**config.mk**
```make
export PLATFORM = sky130hd
export DESIGN_NAME = vgp_voice_gain_pop_ctrl
export DESIGN_NICKNAME = d
export VERILOG_FILES = /design/src/vgp_pkg.sv /design/src/vgp_pop_group.sv /design/src/vgp_voice_gain_pop_ctrl.sv
export SDC_FILE = /design/constraint.sdc
export NUM_CORES = 1
export LEC_CHECK = 0
export ABC_CLOCK_PERIOD_IN_PS = 3820
export BUFFER_PORTS_ARGS = -buffer_cell sky130_fd_sc_hd__buf_2
export CORE_MARGIN = 2
export CORE_UTILIZATION = 52
export CTS_CLUSTER_DIAMETER = 30
export CTS_CLUSTER_SIZE = 12
export DETAILED_ROUTE_END_ITERATION = 10
export PLACE_DENSITY = 0.89
export RECOVER_POWER = 25
export SLEW_MARGIN = 25
export SYNTH_ARGS = -nofsm -noshare
export SYNTH_HDL_FRONTEND = slang
export SYNTH_SLANG_ARGS = --single-unit
export TNS_END_PERCENT = 1
```
**constraint.sdc**
```tcl
create_clock -name ref_clk -period 3.82 [get_ports ref_clk]
set_input_delay 0.382 -clock ref_clk [delete_from_list [all_inputs] [get_ports ref_clk]]
set_output_delay 0.382 -clock ref_clk [all_outputs]
set_load 0.1 [all_outputs]
```
**src/vgp_pkg.sv**
```systemverilog
// Constants shared by the voice gain and anti-pop control register bank.
package vgp_pkg;

    // ------------------------------------------------------------------
    // Bus and register geometry
    // ------------------------------------------------------------------
    localparam int          APB_ADDR_W   = 6;
    localparam int          APB_DATA_W   = 32;
    localparam int          REG_W        = 10;
    localparam int          IDX_W        = 4;
    localparam int          NUM_GROUPS   = 3;

    // Register indices; the byte address is four times the index.
    localparam logic [3:0]  DL_IDX       = 4'h6;
    localparam logic [3:0]  UL_IDX       = 4'h7;
    localparam logic [3:0]  POP_IDX      = 4'hA;
    localparam logic [3:0]  PWR_IDX      = 4'hC;
    localparam logic [3:0]  STAT_IDX     = 4'hD;

    // ------------------------------------------------------------------
    // Field positions
    // ------------------------------------------------------------------
    localparam int          DL_VOL_LSB   = 4;
    localparam int          DL_PGA_LSB   = 0;
    localparam int          DL_USED_W    = 7;
    localparam int          UL_MUTE_BIT  = 9;
    localparam int          UL_SIDE_LSB  = 5;
    localparam int          UL_PGA_LSB   = 0;
    // Group g holds discharge at 6-3g, charge one above, auto two above.
    localparam int          POP_DIS_TOP  = 6;
    localparam int          POP_STEP     = 3;
    localparam int          POP_CHG_OFS  = 1;
    localparam int          POP_AUTO_OFS = 2;
    localparam int          PWR_DL_BIT   = 1;
    localparam int          PWR_AMP_LSB  = 4;
    localparam int          STAT_CHG_LSB = 0;
    localparam int          STAT_DIS_LSB = 4;

    // ------------------------------------------------------------------
    // Values after reset
    // ------------------------------------------------------------------
    localparam logic [6:0]  DL_RST       = 7'h00;
    localparam logic [9:0]  UL_RST       = 10'h000;
    localparam logic [2:0]  POP_BITS_RST = 3'h0;
    localparam logic [3:0]  PWR_RST      = 4'h0;
    localparam logic        CHG_RST      = 1'b0;

    // Gain code substituted for reserved uplink gain codes (0 dB).
    localparam logic [4:0]  UL_PGA_SAFE  = 5'h06;

endpackage

```
**src/vgp_pop_group.sv**
```systemverilog
// Anti-pop charge bit and capacitor drive for one output group.
`timescale 1ns/1ps

module vgp_pop_group (
    input  wire logic ref_clk,
    input  wire logic reset,
    input  wire logic auto_sel,
    input  wire logic sw_wr,
    input  wire logic sw_chg,
    input  wire logic discharge_sel,
    input  wire logic power_enable,
    input  wire logic power_rise,
    input  wire logic amp_enable,
    output logic      cap_charge_enable,
    output logic      charge_drive,
    output logic      discharge_drive
);

    typedef struct packed {
        logic chg;
        logic chg_drv;
        logic dis_drv;
    } vgp_grp_s;

    vgp_grp_s st;
    vgp_grp_s nxt_st;
    logic     amp_eff;

    // ------------------------------------------------------------------
    // Next state
    // ------------------------------------------------------------------

    // Amplifier enable counts only while downlink power is on.
    assign amp_eff = amp_enable & power_enable;

    // Automatic mode owns the bit, so software writes are dropped there.
    always_comb begin
        nxt_st = st;
        if (auto_sel) begin
            if (amp_eff) begin
                nxt_st.chg = 1'b0;
            end else if (power_rise) begin
                nxt_st.chg = 1'b1;
            end
        end else if (sw_wr) begin
            nxt_st.chg = sw_chg;
        end
        nxt_st.chg_drv = nxt_st.chg & power_enable
                         & ~amp_eff;
        nxt_st.dis_drv = discharge_sel & ~nxt_st.chg & power_enable
                         & ~amp_eff;
    end

    // State register.
    always_ff @(posedge ref_clk or posedge reset) begin
        if (reset) begin
            st <= '0;
        end else begin
            st <= nxt_st;
        end
    end

    assign cap_charge_enable = st.chg;
    assign charge_drive      = st.chg_drv;
    assign discharge_drive   = st.dis_drv;
endmodule

```
**src/vgp_voice_gain_pop_ctrl.sv**
```systemverilog
// APB register bank for voiceband gains, uplink mute and anti-pop control.
//
// Chosen here: the APB register port.
`timescale 1ns/1ps

module vgp_voice_gain_pop_ctrl #(
    parameter int SAMPLE_W = 16
) (
    input  wire logic                            ref_clk,
    input  wire logic                            reset,
    input  wire logic                            psel,
    input  wire logic                            penable,
    input  wire logic                            pwrite,
    input  wire logic [vgp_pkg::APB_ADDR_W-1:0]  paddr,
    input  wire logic [vgp_pkg::APB_DATA_W-1:0]  pwdata,
    output logic      [vgp_pkg::APB_DATA_W-1:0]  prdata,
    output logic                                 pready,
    output logic                                 pslverr,
    input  wire logic [SAMPLE_W-1:0]             uplink_sample_in,
    input  wire logic                            uplink_sample_valid,
    output logic      [SAMPLE_W-1:0]             uplink_voice_tx,
    output logic                                 uplink_voice_valid,
    output logic signed [5:0]                    sidetone_gain_db,
    output logic                                 sidetone_muted,
    output logic signed [5:0]                    uplink_pga_gain_db,
    output logic signed [5:0]                    downlink_volume_db,
    output logic                                 downlink_volume_muted,
    output logic signed [5:0]                    downlink_pga_gain_db,
    output logic                                 downlink_power_enable,
    output logic      [vgp_pkg::NUM_GROUPS-1:0]  output_amp_enable,
    output logic      [vgp_pkg::NUM_GROUPS-1:0]  cap_charge_drive,
    output logic      [vgp_pkg::NUM_GROUPS-1:0]  cap_discharge_drive
);

    localparam int NG = vgp_pkg::NUM_GROUPS;

    typedef struct packed {
        logic [6:0]                   dl;
        logic [9:0]                   ul;
        logic [NG-1:0]                auto_sel;
        logic [NG-1:0]                dis_sel;
        logic                         pwr;
        logic [NG-1:0]                amp;
        logic                         pwr_prev;
        logic                         rdy;
        logic                         err;
        logic [vgp_pkg::APB_DATA_W-1:0] rdata;
        logic [SAMPLE_W-1:0]          tx;
        logic                         tx_valid;
        logic signed [5:0]            side_db;
        logic                         side_mute;
        logic signed [5:0]            ulg_db;
        logic signed [5:0]            vol_db;
        logic                         vol_mute;
        logic signed [5:0]            dlg_db;
        logic [NG-1:0]                amp_eff;
    } vgp_top_s;

    vgp_top_s                     st;
    vgp_top_s                     nxt_st;
    logic                         setup;
    logic                         access;
    logic [vgp_pkg::IDX_W-1:0]    idx;
    logic                         hit;
    logic [vgp_pkg::REG_W-1:0]    rd_val;
    logic [vgp_pkg::REG_W-1:0]    pop_val;
    logic                         pop_wr;
    logic                         power_rise;
    logic [NG-1:0]                chg_bit;

    // ------------------------------------------------------------------
    // Code decoders
    // ------------------------------------------------------------------

    // Sidetone level; the six codes missing from the table all mute.
    function automatic logic [6:0] side_dec(input logic [3:0] c);
        logic [6:0] r;
        r = {1'b0, 6'sd0};
        case (c)
            4'hD:    r = {1'b0, -6'sd23};
            4'hC:    r = {1'b0, -6'sd20};
            4'h6:    r = {1'b0, -6'sd17};
            4'h2:    r = {1'b0, -6'sd14};
            4'h7:    r = {1'b0, -6'sd11};
            4'h3:    r = {1'b0, -6'sd8};
            4'h0:    r = {1'b0, -6'sd5};
            4'h4:    r = {1'b0, -6'sd2};
            4'h1:    r = {1'b0, 6'sd1};
            4'h5:    r = {1'b0, 6'sd1};
            default: r = {1'b1, 6'sd0};
        endcase
        return r;
    endfunction

    // Uplink gain; the scrambled code order keeps 00110 at 0 dB.
    function automatic logic signed [5:0] ulg_dec(input logic [4:0] c);
        logic [4:0] k;
        logic signed [5:0] r;
        k = ((c >= 5'h0D && c <= 5'h0F) || c >= 5'h1C)
            ? vgp_pkg::UL_PGA_SAFE : c;
        if (k <= 5'h0C) begin
            r = $signed({1'b0, k}) - 6'sd6;
        end else if (k == 5'h10) begin
            r = -6'sd12;
        end else if (k == 5'h17) begin
            r = -6'sd11;
        end else if (k >= 5'h18) begin
            r = $signed({1'b0, k - 5'h18}) - 6'sd10;
        end else begin
            r = $signed({1'b0, k}) - 6'sd10;
        end
        return r;
    endfunction

    // Downlink volume in 6 dB steps; three codes mute.
    function automatic logic [6:0] vol_dec(input logic [2:0] c);
        logic [6:0] r;
        case (c)
            3'h2:    r = {1'b0, 6'sd0};
            3'h6:    r = {1'b0, -6'sd6};
            3'h0:    r = {1'b0, -6'sd12};
            3'h4:    r = {1'b0, -6'sd18};
            3'h3:    r = {1'b0, -6'sd24};
            default: r = {1'b1, 6'sd0};
        endcase
        return r;
    endfunction

    // Downlink gain; codes above twelve fall back to the lowest gain.
    function automatic logic signed [5:0] dlg_dec(input logic [3:0] c);
        return (c <= 4'hC) ? $signed({2'b00, c}) - 6'sd6 : -6'sd6;
    endfunction

    // ------------------------------------------------------------------
    // Address decode and read mux
    // ------------------------------------------------------------------

    assign setup      = psel & ~penable;
    assign access     = psel & penable & st.rdy;
    assign idx        = paddr[vgp_pkg::APB_ADDR_W-1:2];
    assign power_rise = st.pwr & ~st.pwr_prev;
    assign pop_wr     = access & pwrite & hit & (idx == vgp_pkg::POP_IDX);

    // Pop register image: reserved bit nine reads zero.
    always_comb begin
        pop_val = '0;
        for (int g = 0; g < NG; g++) begin
            pop_val[vgp_pkg::POP_DIS_TOP - vgp_pkg::POP_STEP*g]
                = st.dis_sel[g];
            pop_val[vgp_pkg::POP_DIS_TOP - vgp_pkg::POP_STEP*g
                    + vgp_pkg::POP_CHG_OFS] = chg_bit[g];
            pop_val[vgp_pkg::POP_DIS_TOP - vgp_pkg::POP_STEP*g
                    + vgp_pkg::POP_AUTO_OFS] = st.auto_sel[g];
        end
    end

    // Misaligned and unmapped addresses answer with an error.
    always_comb begin
        rd_val = '0;
        hit    = (paddr[1:0] == 2'b00);
        case (idx)
            vgp_pkg::DL_IDX:   rd_val = {3'b000, st.dl};
            vgp_pkg::UL_IDX:   rd_val = st.ul;
            vgp_pkg::POP_IDX:  rd_val = pop_val;
            vgp_pkg::PWR_IDX: begin
                rd_val[vgp_pkg::PWR_DL_BIT] = st.pwr;
                rd_val[vgp_pkg::PWR_AMP_LSB +: NG] = st.amp;
            end
            vgp_pkg::STAT_IDX: begin
                rd_val[vgp_pkg::STAT_CHG_LSB +: NG] = cap_charge_drive;
                rd_val[vgp_pkg::STAT_DIS_LSB +: NG] = cap_discharge_drive;
            end
            default:           hit = 1'b0;
        endcase
    end

    // ------------------------------------------------------------------
    // Next state
    // ------------------------------------------------------------------

    // Answers are prepared at the setup phase so that pready, prdata and
    // pslverr all leave flip-flops; pready still rises in the first access cycle.
    always_comb begin
        nxt_st          = st;
        nxt_st.rdy      = setup;
        nxt_st.pwr_prev = st.pwr;
        if (setup) begin
            nxt_st.err   = ~hit;
            nxt_st.rdata = (hit && !pwrite) ? {22'h000000, rd_val} : '0;
        end
        if (access && pwrite && hit) begin
            case (idx)
                vgp_pkg::DL_IDX:  nxt_st.dl = pwdata[vgp_pkg::DL_USED_W-1:0];
                vgp_pkg::UL_IDX:  nxt_st.ul = pwdata[vgp_pkg::REG_W-1:0];
                vgp_pkg::POP_IDX: begin
                    for (int g = 0; g < NG; g++) begin
                        nxt_st.dis_sel[g] = pwdata[vgp_pkg::POP_DIS_TOP
                                                   - vgp_pkg::POP_STEP*g];
                        nxt_st.auto_sel[g] = pwdata[vgp_pkg::POP_DIS_TOP
                            - vgp_pkg::POP_STEP*g
                            + vgp_pkg::POP_AUTO_OFS];
                    end
                end
                vgp_pkg::PWR_IDX: begin
                    nxt_st.pwr = pwdata[vgp_pkg::PWR_DL_BIT];
                    nxt_st.amp = pwdata[vgp_pkg::PWR_AMP_LSB +: NG];
                end
                default: nxt_st.err = st.err;
            endcase
        end
        // Mute replaces samples rather than gating valid, so the far end
        // keeps its frame timing while muted.
        nxt_st.tx_valid = uplink_sample_valid;
        if (uplink_sample_valid) begin
            nxt_st.tx = st.ul[vgp_pkg::UL_MUTE_BIT] ? '0
                        : uplink_sample_in;
        end
        {nxt_st.side_mute, nxt_st.side_db} =
            side_dec(st.ul[vgp_pkg::UL_SIDE_LSB +: 4]);
        nxt_st.ulg_db = ulg_dec(st.ul[vgp_pkg::UL_PGA_LSB +: 5]);
        {nxt_st.vol_mute, nxt_st.vol_db} =
            vol_dec(st.dl[vgp_pkg::DL_VOL_LSB +: 3]);
        nxt_st.dlg_db  = dlg_dec(st.dl[vgp_pkg::DL_PGA_LSB +: 4]);
        nxt_st.amp_eff = st.amp & {NG{st.pwr}};
    end

    // State register; reset brings every field to its documented value.
    always_ff @(posedge ref_clk or posedge reset) begin
        if (reset) begin
            st          <= '0;
            st.dl       <= vgp_pkg::DL_RST;
            st.ul       <= vgp_pkg::UL_RST;
            st.auto_sel <= vgp_pkg::POP_BITS_RST;
            st.dis_sel  <= vgp_pkg::POP_BITS_RST;
        end else begin
            st <= nxt_st;
        end
    end

    // ------------------------------------------------------------------
    // Per-group anti-pop control
    // ------------------------------------------------------------------
    for (genvar g = 0; g < NG; g++) begin : g_pop
        vgp_pop_group u_grp (
            .ref_clk           (ref_clk),
            .reset             (reset),
            .auto_sel          (st.auto_sel[g]),
            .sw_wr             (pop_wr),
            .sw_chg            (pwdata[vgp_pkg::POP_DIS_TOP
                                       - vgp_pkg::POP_STEP*g
                                       + vgp_pkg::POP_CHG_OFS]),
            .discharge_sel     (st.dis_sel[g]),
            .power_enable      (st.pwr),
            .power_rise        (power_rise),
            .amp_enable        (st.amp[g]),
            .cap_charge_enable (chg_bit[g]),
            .charge_drive      (cap_charge_drive[g]),
            .discharge_drive   (cap_discharge_drive[g])
        );
    end

    // Output assignments, all straight from flip-flops.
    assign prdata                = st.rdata;
    assign pready                = st.rdy;
    assign pslverr               = st.err;
    assign uplink_voice_tx       = st.tx;
    assign uplink_voice_valid    = st.tx_valid;
    assign sidetone_gain_db      = st.side_db;
    assign sidetone_muted        = st.side_mute;
    assign uplink_pga_gain_db    = st.ulg_db;
    assign downlink_volume_db    = st.vol_db;
    assign downlink_volume_muted = st.vol_mute;
    assign downlink_pga_gain_db  = st.dlg_db;
    assign downlink_power_enable = st.pwr;
    assign output_amp_enable     = st.amp_eff;
endmodule

```
==> reports/metrics.yaml, run 1 <==
worst_setup_path:
  critical_path_class: "reg2reg"
  cp_top_family: "compound AO/OA/AOI/OAI gates"
  r2r_start: "st[92]$_DFFE_PP0P_"
  r2r_slack_ps: 920
  worstPathRequired_ps: 4010
  critPathLaunchType: "register"
  crit_fanout: 11
  cp_data_arrival_time_ps: 3090
  cp-startpoint: "st[92]$_DFFE_PP0P_"
  reg2reg_to: "uplink_pga_gain_db[5]$_DFF_PP0_"
  cp_slowest_cell: "a221oi_1"
  critical_path_buf_inv_count: 1
  critical_path_depth: 8
  worstPathCellList: "nor3_1, o21ai_0, inv_1, ha_1, mux2i_1, a221oi_1, nor3b_1, a211oi_1"
  endpoint_kind: "register"
  critPathCapture: "uplink_pga_gain_db[5]$_DFF_PP0_"
  worst_path_largest_cell_delay_ps: 660
  r2r_cells: 8
clock_tree:
  cts_buffers: 9
  hold_buffers: 0
  path_clk_slew_ps: 80
  cts_tree: "built"
  ctsResizeCount: 0
  h-tree-depth: 3
  clock-sinks: 93
  clock_latency_ps: 350
  cts-root-buf: "clkbuf_8"
  cts_buffer_depth: 2
  post-cts-setup-buffers: 0
power_and_ir_drop:
  switching_share_pct: 31.79
  clock_power_share_pct: 32.4
  power.leakage_uw: 0.002604
  p_total_uw: 2070
  irDropWorstVdd_mv: 0.1736
  intPower_uw: 1412
  power.density_nw_per_um2: 406.3
  p_seq_share_pct: 49.4
  switching_power_uw: 658.0
  combPwrFrac_pct: 18.2
sta:
  slew_headroom_pct: 4.192
  finalMaxSlewViolations: 0
  fin_crit_ps: 2901
  hold_viol: 0
  post-route-period-util_pct: 75.96
  fmax_ghz: 0.3447
  tightest_slew_ps: 1437
  grt_setup_unrepaired: "no"
  setup-violations-final: 0
  fin_tns_setup_ps: 0
  fin_skew_ps: 8.471
drt:
  firstDrtPassIters: 7
  drc: 0
  ant_nets: 0
  drt_iter0_markers: 224
  wl_per_cell_um: 15.11
  vias_per_cell: 5.255
  finalWirelength_mm: 9.140
  num_vias: 3179
finish:
  num_antenna_cells: 0
  layout_commonest_cell: "buf_2"
  nNetsFinal: 560
  final_cell_mix: "99 x buf_2, 93 x dfrtp_1, 40 x nand2_1"
  drive_gt1_share_pct: 31.17
  fill_cells: 760
  syn_to_final_growth_pct: 5.085
global_route:
  grt_pass1_vias: 3016
  grt_max_degree: 60
  grt_pass1_wl_mm: 14.97
  overflow: 0
  antenna_found_initial: 0
  grtUsageTotal_pct: 18.65
die:
  core.rowCount: 35
  initial_core_util_pct: 52.96
  io_pins: 147
  die_w_um: 100.5
  die_area_um2: 10110
  core_um2: 9153
  dieHeight_um: 100.5
logic_synthesis:
  syn_area_um2: 4847
  synth_edf_count: 0
  synth_seq_cells: 93
  synth_area_leaders: "dfrtp_1 48%, buf_4 13%, mux2_2 6.5%"
  async_flop_share_pct: 100.0
  yosysWarningCount: 0
  dominantRegCellSynth: "dfrtp_1"
  yosysTopAreaCell: "dfrtp_1"
  synthCells: 455
  syn_area_per_cell_um2: 10.65
  synthDominantCellAreaShare_pct: 48.01
  synth.distinct_cells: 44
  yosysSeqAreaShare_pct: 48.01
place:
  portBuffers: 101
  gp_congestion: 0.8725
  hpwlAfterDp_mm: 6.796
status:
  outcome: "finished, final reports clean"
hold_path:
  hp-class: "in2reg"
  min_path_cells: 3
run:
  maxCapViolCount: 0
## worst reg2reg max path, stage by stage, from the launching register on
cell and delay [ps]:
dfrtp_1 510, nor3_1 320, o21ai_0 280, inv_1 170, ha_1 240, mux2i_1 100, a221oi_1 660, nor3b_1 360
a211oi_1 100
## registers in the layout (all words and copies together) (netlist names), 5 cells and up
| signal | flops |
|---|---|
| pop_val | 6 |
| uplink_voice_tx | 16 |
| st | 21 |
| downlink_volume_db | 5 |
| downlink_pga_gain_db | 5 |
| prdata | 10 |
| sidetone_gain_db | 6 |
| uplink_pga_gain_db | 6 |
## synthesized netlist by cell type, drive strengths merged (2+ instances only)
cell type	instances
buf	85
clkbuf	16
ha	11
xor2	3
a21oi	8
o21ai	27
and4bb	4
inv	27
a222oi	4
dfrtp	93
nor2	12
a32o	3
mux2	28
a21boi	2
nand2	40
and2	6
mux2i	13
nor3b	4
nor2b	11
o21bai	5
a31oi	2
a22o	16
nand3	7
o22ai	2
a211oi	4
and3b	4
nor3	4
## cell type report
class                           count  area, um2  area share, %
Timing Repair Buffer              102      508.0          9.973
Clock inverter                      3      42.54         0.8352
Clock buffer                       13      168.9          3.316
Multi-Input combinational cell    256       1805          35.45
Inverter                           27      102.6          2.014
Sequential cell                    93       2327          45.69
Tap cell                          111      138.9          2.727
## worst min path at each step
stage                              start                               to  slack [ps]
global route         uplink_sample_in[0]   uplink_voice_tx[0]$_DFFE_PP0P_         240
global placement                   reset  downlink_volume_db[5]$_DFF_PP0_         440
finish              uplink_sample_in[13]  uplink_voice_tx[13]$_DFFE_PP0P_         240
CTS                                reset  downlink_volume_db[2]$_DFF_PP0_          70
detailed placement                 reset  downlink_volume_db[2]$_DFF_PP0_         450
floorplan            uplink_sample_valid     uplink_voice_valid$_DFF_PP0_         410
## layer usage
metal	wire length [um]	global-route usage, %
met1	3928	24.25
met2	4508	30.72
met3	536	4.161
met5	0	0
met4	167	6.849
## cell families after synthesis
group	share of synthesized area (%)
AND/OR/NAND/NOR	11.00
XOR/XNOR	0.7229
flip-flops	48.01
adder cells (fa/ha/maj)	2.839
other	0.07737
buffers and inverters	16.44
AO/OA/AOI/OAI	11.72
multiplexers	9.189
## power by group through the flow
| stage | sequential [uW] | clock (uW) | combinational (uW) |
|---|---|---|---|
| finish | 1020 | 672 | 377 |
| global route | 1030 | 727 | 397 |
| detailed placement | 1040 | 0 | 379 |
| CTS | 1020 | 694 | 380 |
| floorplan | 1060 | 0 | 346 |
| global placement | 1040 | 0 | 374 |
## per-stage QoR
stage / util [%] / hold slack (ps) / setup slack (ps) / area, um2 / cells
6_report: 55.65 / 238.7 / 918.5 / 5094 / 605
5_1_grt: 55.65 / 237.8 / 723.7 / 5094 / 605
4_1_cts: 55.71 / 68.78 / 1038 / 5099 / 605
3_5_place_dp: 53.40 / 453.6 / 1058 / 4887 / 589
3_3_place_gp: 53.40 / 443.2 / 1261 / 4887 / 589
2_1_floorplan: - / 413.4 / 1018 / 4930 / 477
(Power assumes the default switching activity.)
==> run 2, diff against run 1 <==
- ABC_AREA: not set -> 1
- ABC_CLOCK_PERIOD_IN_PS: 3820 -> 2670
- clock period: 3.82 -> 2.67 ns (I/O delays scaled with it)
==> reports/metrics.yaml, run 2 <==
clock_tree:
  clock-sinks: 93  # unchanged
  cts_buffers: 9  # unchanged
  ctsResizeCount: 0  # unchanged
  hold_buffers: 0  # unchanged
  cts_buffer_depth: 2  # unchanged
  post-cts-setup-buffers: 0  # unchanged
  cts-root-buf: "clkbuf_8"
  clock_latency_ps: 360  # about the same
  path_clk_slew_ps: 90  # about the same
  cts_tree: "built"
  h-tree-depth: 3  # unchanged
die:
  die_w_um: 100.3  # -0.22%
  core_um2: 9109  # -0.48%
  initial_core_util_pct: 52.97  # about the same
  dieHeight_um: 100.3  # -0.22%
  io_pins: 147  # unchanged
  core.rowCount: 35  # unchanged
  die_area_um2: 10070  # -0.44%
sta:
  fin_crit_ps: 1933  # -968.0 ps
  tightest_slew_ps: 598.5  # -838.7 ps
  grt_setup_unrepaired: "no"
  setup-violations-final: 0  # unchanged
  fin_skew_ps: 9.242  # +0.7712 ps
  fmax_ghz: 0.5172  # +50%
  finalMaxSlewViolations: 0  # unchanged
  hold_viol: 0  # unchanged
  post-route-period-util_pct: 72.42  # -3.5 points
  fin_tns_setup_ps: 0  # unchanged
  slew_headroom_pct: 59.96  # +56 points
finish:
  multi_input_area_um2: 1638  # -9.3%
  instances_no_fill: 738  # +22%
  fin_area_um2: 5119  # +0.49%
  syn_to_final_growth_pct: 6.094
  post-route-util_pct: 56.20  # +0.54 points
  drive_gt1_share_pct: 21.05  # -10 points
  nNetsFinal: 694  # +24%
  layout_commonest_cell: "nand2_1"
  largest_register_ffs: 21  # unchanged
  seq_area_um2: 2327  # unchanged
  num_antenna_cells: 0  # unchanged
  final_cell_mix: "126 x nand2_1, 101 x buf_2, 93 x dfrtp_1"
  regMostFlops: "st"
  fill_cells: 758  # -0.26%
drt:
  firstDrtPassIters: 5  # -2
  wl_per_cell_um: 13.64  # -9.7%
  ant_nets: 0  # unchanged
  drc: 0  # unchanged
  vias_per_cell: 5.205  # -0.95%
  num_vias: 3841  # +21%
  finalWirelength_mm: 10.07  # +10%
  drt_iter0_markers: 347  # +55%
power_and_ir_drop:
  power.leakage_uw: 0.002833  # +8.8%
  power.density_nw_per_um2: 562.0  # +38%
  irDropWorstVdd_mv: 0.3047  # +75%
logic_synthesis:
  synth.distinct_cells: 28  # -36%
  synth_seq_cells: 93  # unchanged
  syn_area_um2: 4825  # -0.46%
  synthDominantCellAreaShare_pct: 48.24  # +0.22 points
  yosysSeqAreaShare_pct: 48.24  # +0.22 points
  yosysTopAreaCell: "dfrtp_1"
  dominantRegCellSynth: "dfrtp_1"
  synthCells: 579  # +27%
  yosysWarningCount: 0  # unchanged
  synth_area_leaders: "dfrtp_1 48%, buf_4 13%, nand2_1 9.8%"
  async_flop_share_pct: 100.0  # unchanged
  syn_area_per_cell_um2: 8.333  # -22%
  synth_common_cells: "126 x nand2_1, 93 x dfrtp_1, 83 x buf_4"
  yosys.cell_count.top_type: "nand2_1"
  synth_edf_count: 0  # unchanged
worst_setup_path:
  critPathLaunchType: "register"
  worstPathRequired_ps: 2930  # -1080 ps
  crit_fanout: 8  # -3
  critical_path_class: "reg2reg"
  r2r_cells: 11  # +3
  endpoint_kind: "register"
  r2r_slack_ps: 740  # -180 ps
  cp_data_arrival_time_ps: 2190  # -900 ps
  r2r_start: "st[93]$_DFFE_PP0P_"
  reg2reg_to: "uplink_pga_gain_db[4]$_DFF_PP0_"
global_route:
  grt_pass1_vias: 3557  # +18%
  grtUsageTotal_pct: 20.74  # +2.1 points
  overflow: 0  # unchanged
  grt_pass1_wl_mm: 16.64  # +11%
  grt_max_degree: 94  # +57%
  antenna_found_initial: 1  # +1
run:
  maxCapViolCount: 0  # unchanged
place:
  portBuffers: 101  # unchanged
  hpwlAfterDp_mm: 7.367  # +8.4%
  gp_congestion: 0.9152  # +4.9%
  postPlaceCellArea_um2: 4926  # +0.79%
  dp.cells: 723  # +23%
status:
  outcome: "finished, final reports clean"
hold_path:
  hp-class: "in2async"
## run 2: worst max-delay path, cell delays in order (launching register included)
cell	delay, ps
dfrtp_1	470
nand2_1	100
inv_1	60
nor2_1	190
inv_1	160
ha_1	310
a21oi_1	190
inv_1	80
nand2_1	80
nand3_1	80
nand2_1	70
inv_1	30
## run 2: logic make-up (layout without fill, tap and decap cells)
kind of cell | after synthesis | in the layout | share of synthesized area (%)
AO/OA/AOI/OAI | 83 | 83 | 9.128
AND/OR/NAND/NOR | 222 | 222 | 19.81
adder cells (fa/ha/maj) | 11 | 11 | 2.853
XOR/XNOR | 2 | 2 | 0.3631
buffers and inverters | 167 | 193 | 19.53
other | 1 | 23 | 0.07773
flip-flops | 93 | 93 | 48.24
## run 2: worst max-delay path by stage
stage               depth (start not counted)          startpoint                               to
finish                                     11  st[93]$_DFFE_PP0P_  uplink_pga_gain_db[4]$_DFF_PP0_
global route                               11  st[93]$_DFFE_PP0P_  uplink_pga_gain_db[4]$_DFF_PP0_
CTS                                        11  st[93]$_DFFE_PP0P_  uplink_pga_gain_db[4]$_DFF_PP0_
detailed placement                         11  st[93]$_DFFE_PP0P_  uplink_pga_gain_db[4]$_DFF_PP0_
global placement                           11  st[93]$_DFFE_PP0P_  uplink_pga_gain_db[4]$_DFF_PP0_
floorplan                                   6    pready$_DFF_PP0_              st[101]$_DFFE_PP0P_
## run 2: final cells by class
cell class	count	area share, %
multi-input combinational	341	32.00
timing repair buffer	104	10.56
inverter	74	5.451
sequential	93	45.47
clock buffer	9	2.420
clock inverter	6	1.393
tap	111	2.713
## run 2: layer usage
layer	routed length [um]	track usage [%]	part of all wire (%)
met5	11	0	0.11
met1	4150	26.46	41
met4	310	9.694	3.1
met3	739	4.248	7.3
met2	4857	33.97	48
## run 2: per-stage QoR
stage,power [uW],setup slack (ps),hold slack [ps]
2_1_floorplan,1904,777.4,298.4
3_3_place_gp,1946,884.8,439.5
3_5_place_dp,1959,790.0,443.7
4_1_cts,2887,759.4,61.09
5_1_grt,2987,488.5,106.9
6_report,2876,736.5,57.53
## run 2: where the power goes
| part | total [uW] | internal, uW | switching [uW] |
|---|---|---|---|
| Combinational | 481 | 80.0 | 401 |
| Sequential | 1460 | 1440 | 17.1 |
| Clock | 939 | 437 | 502 |
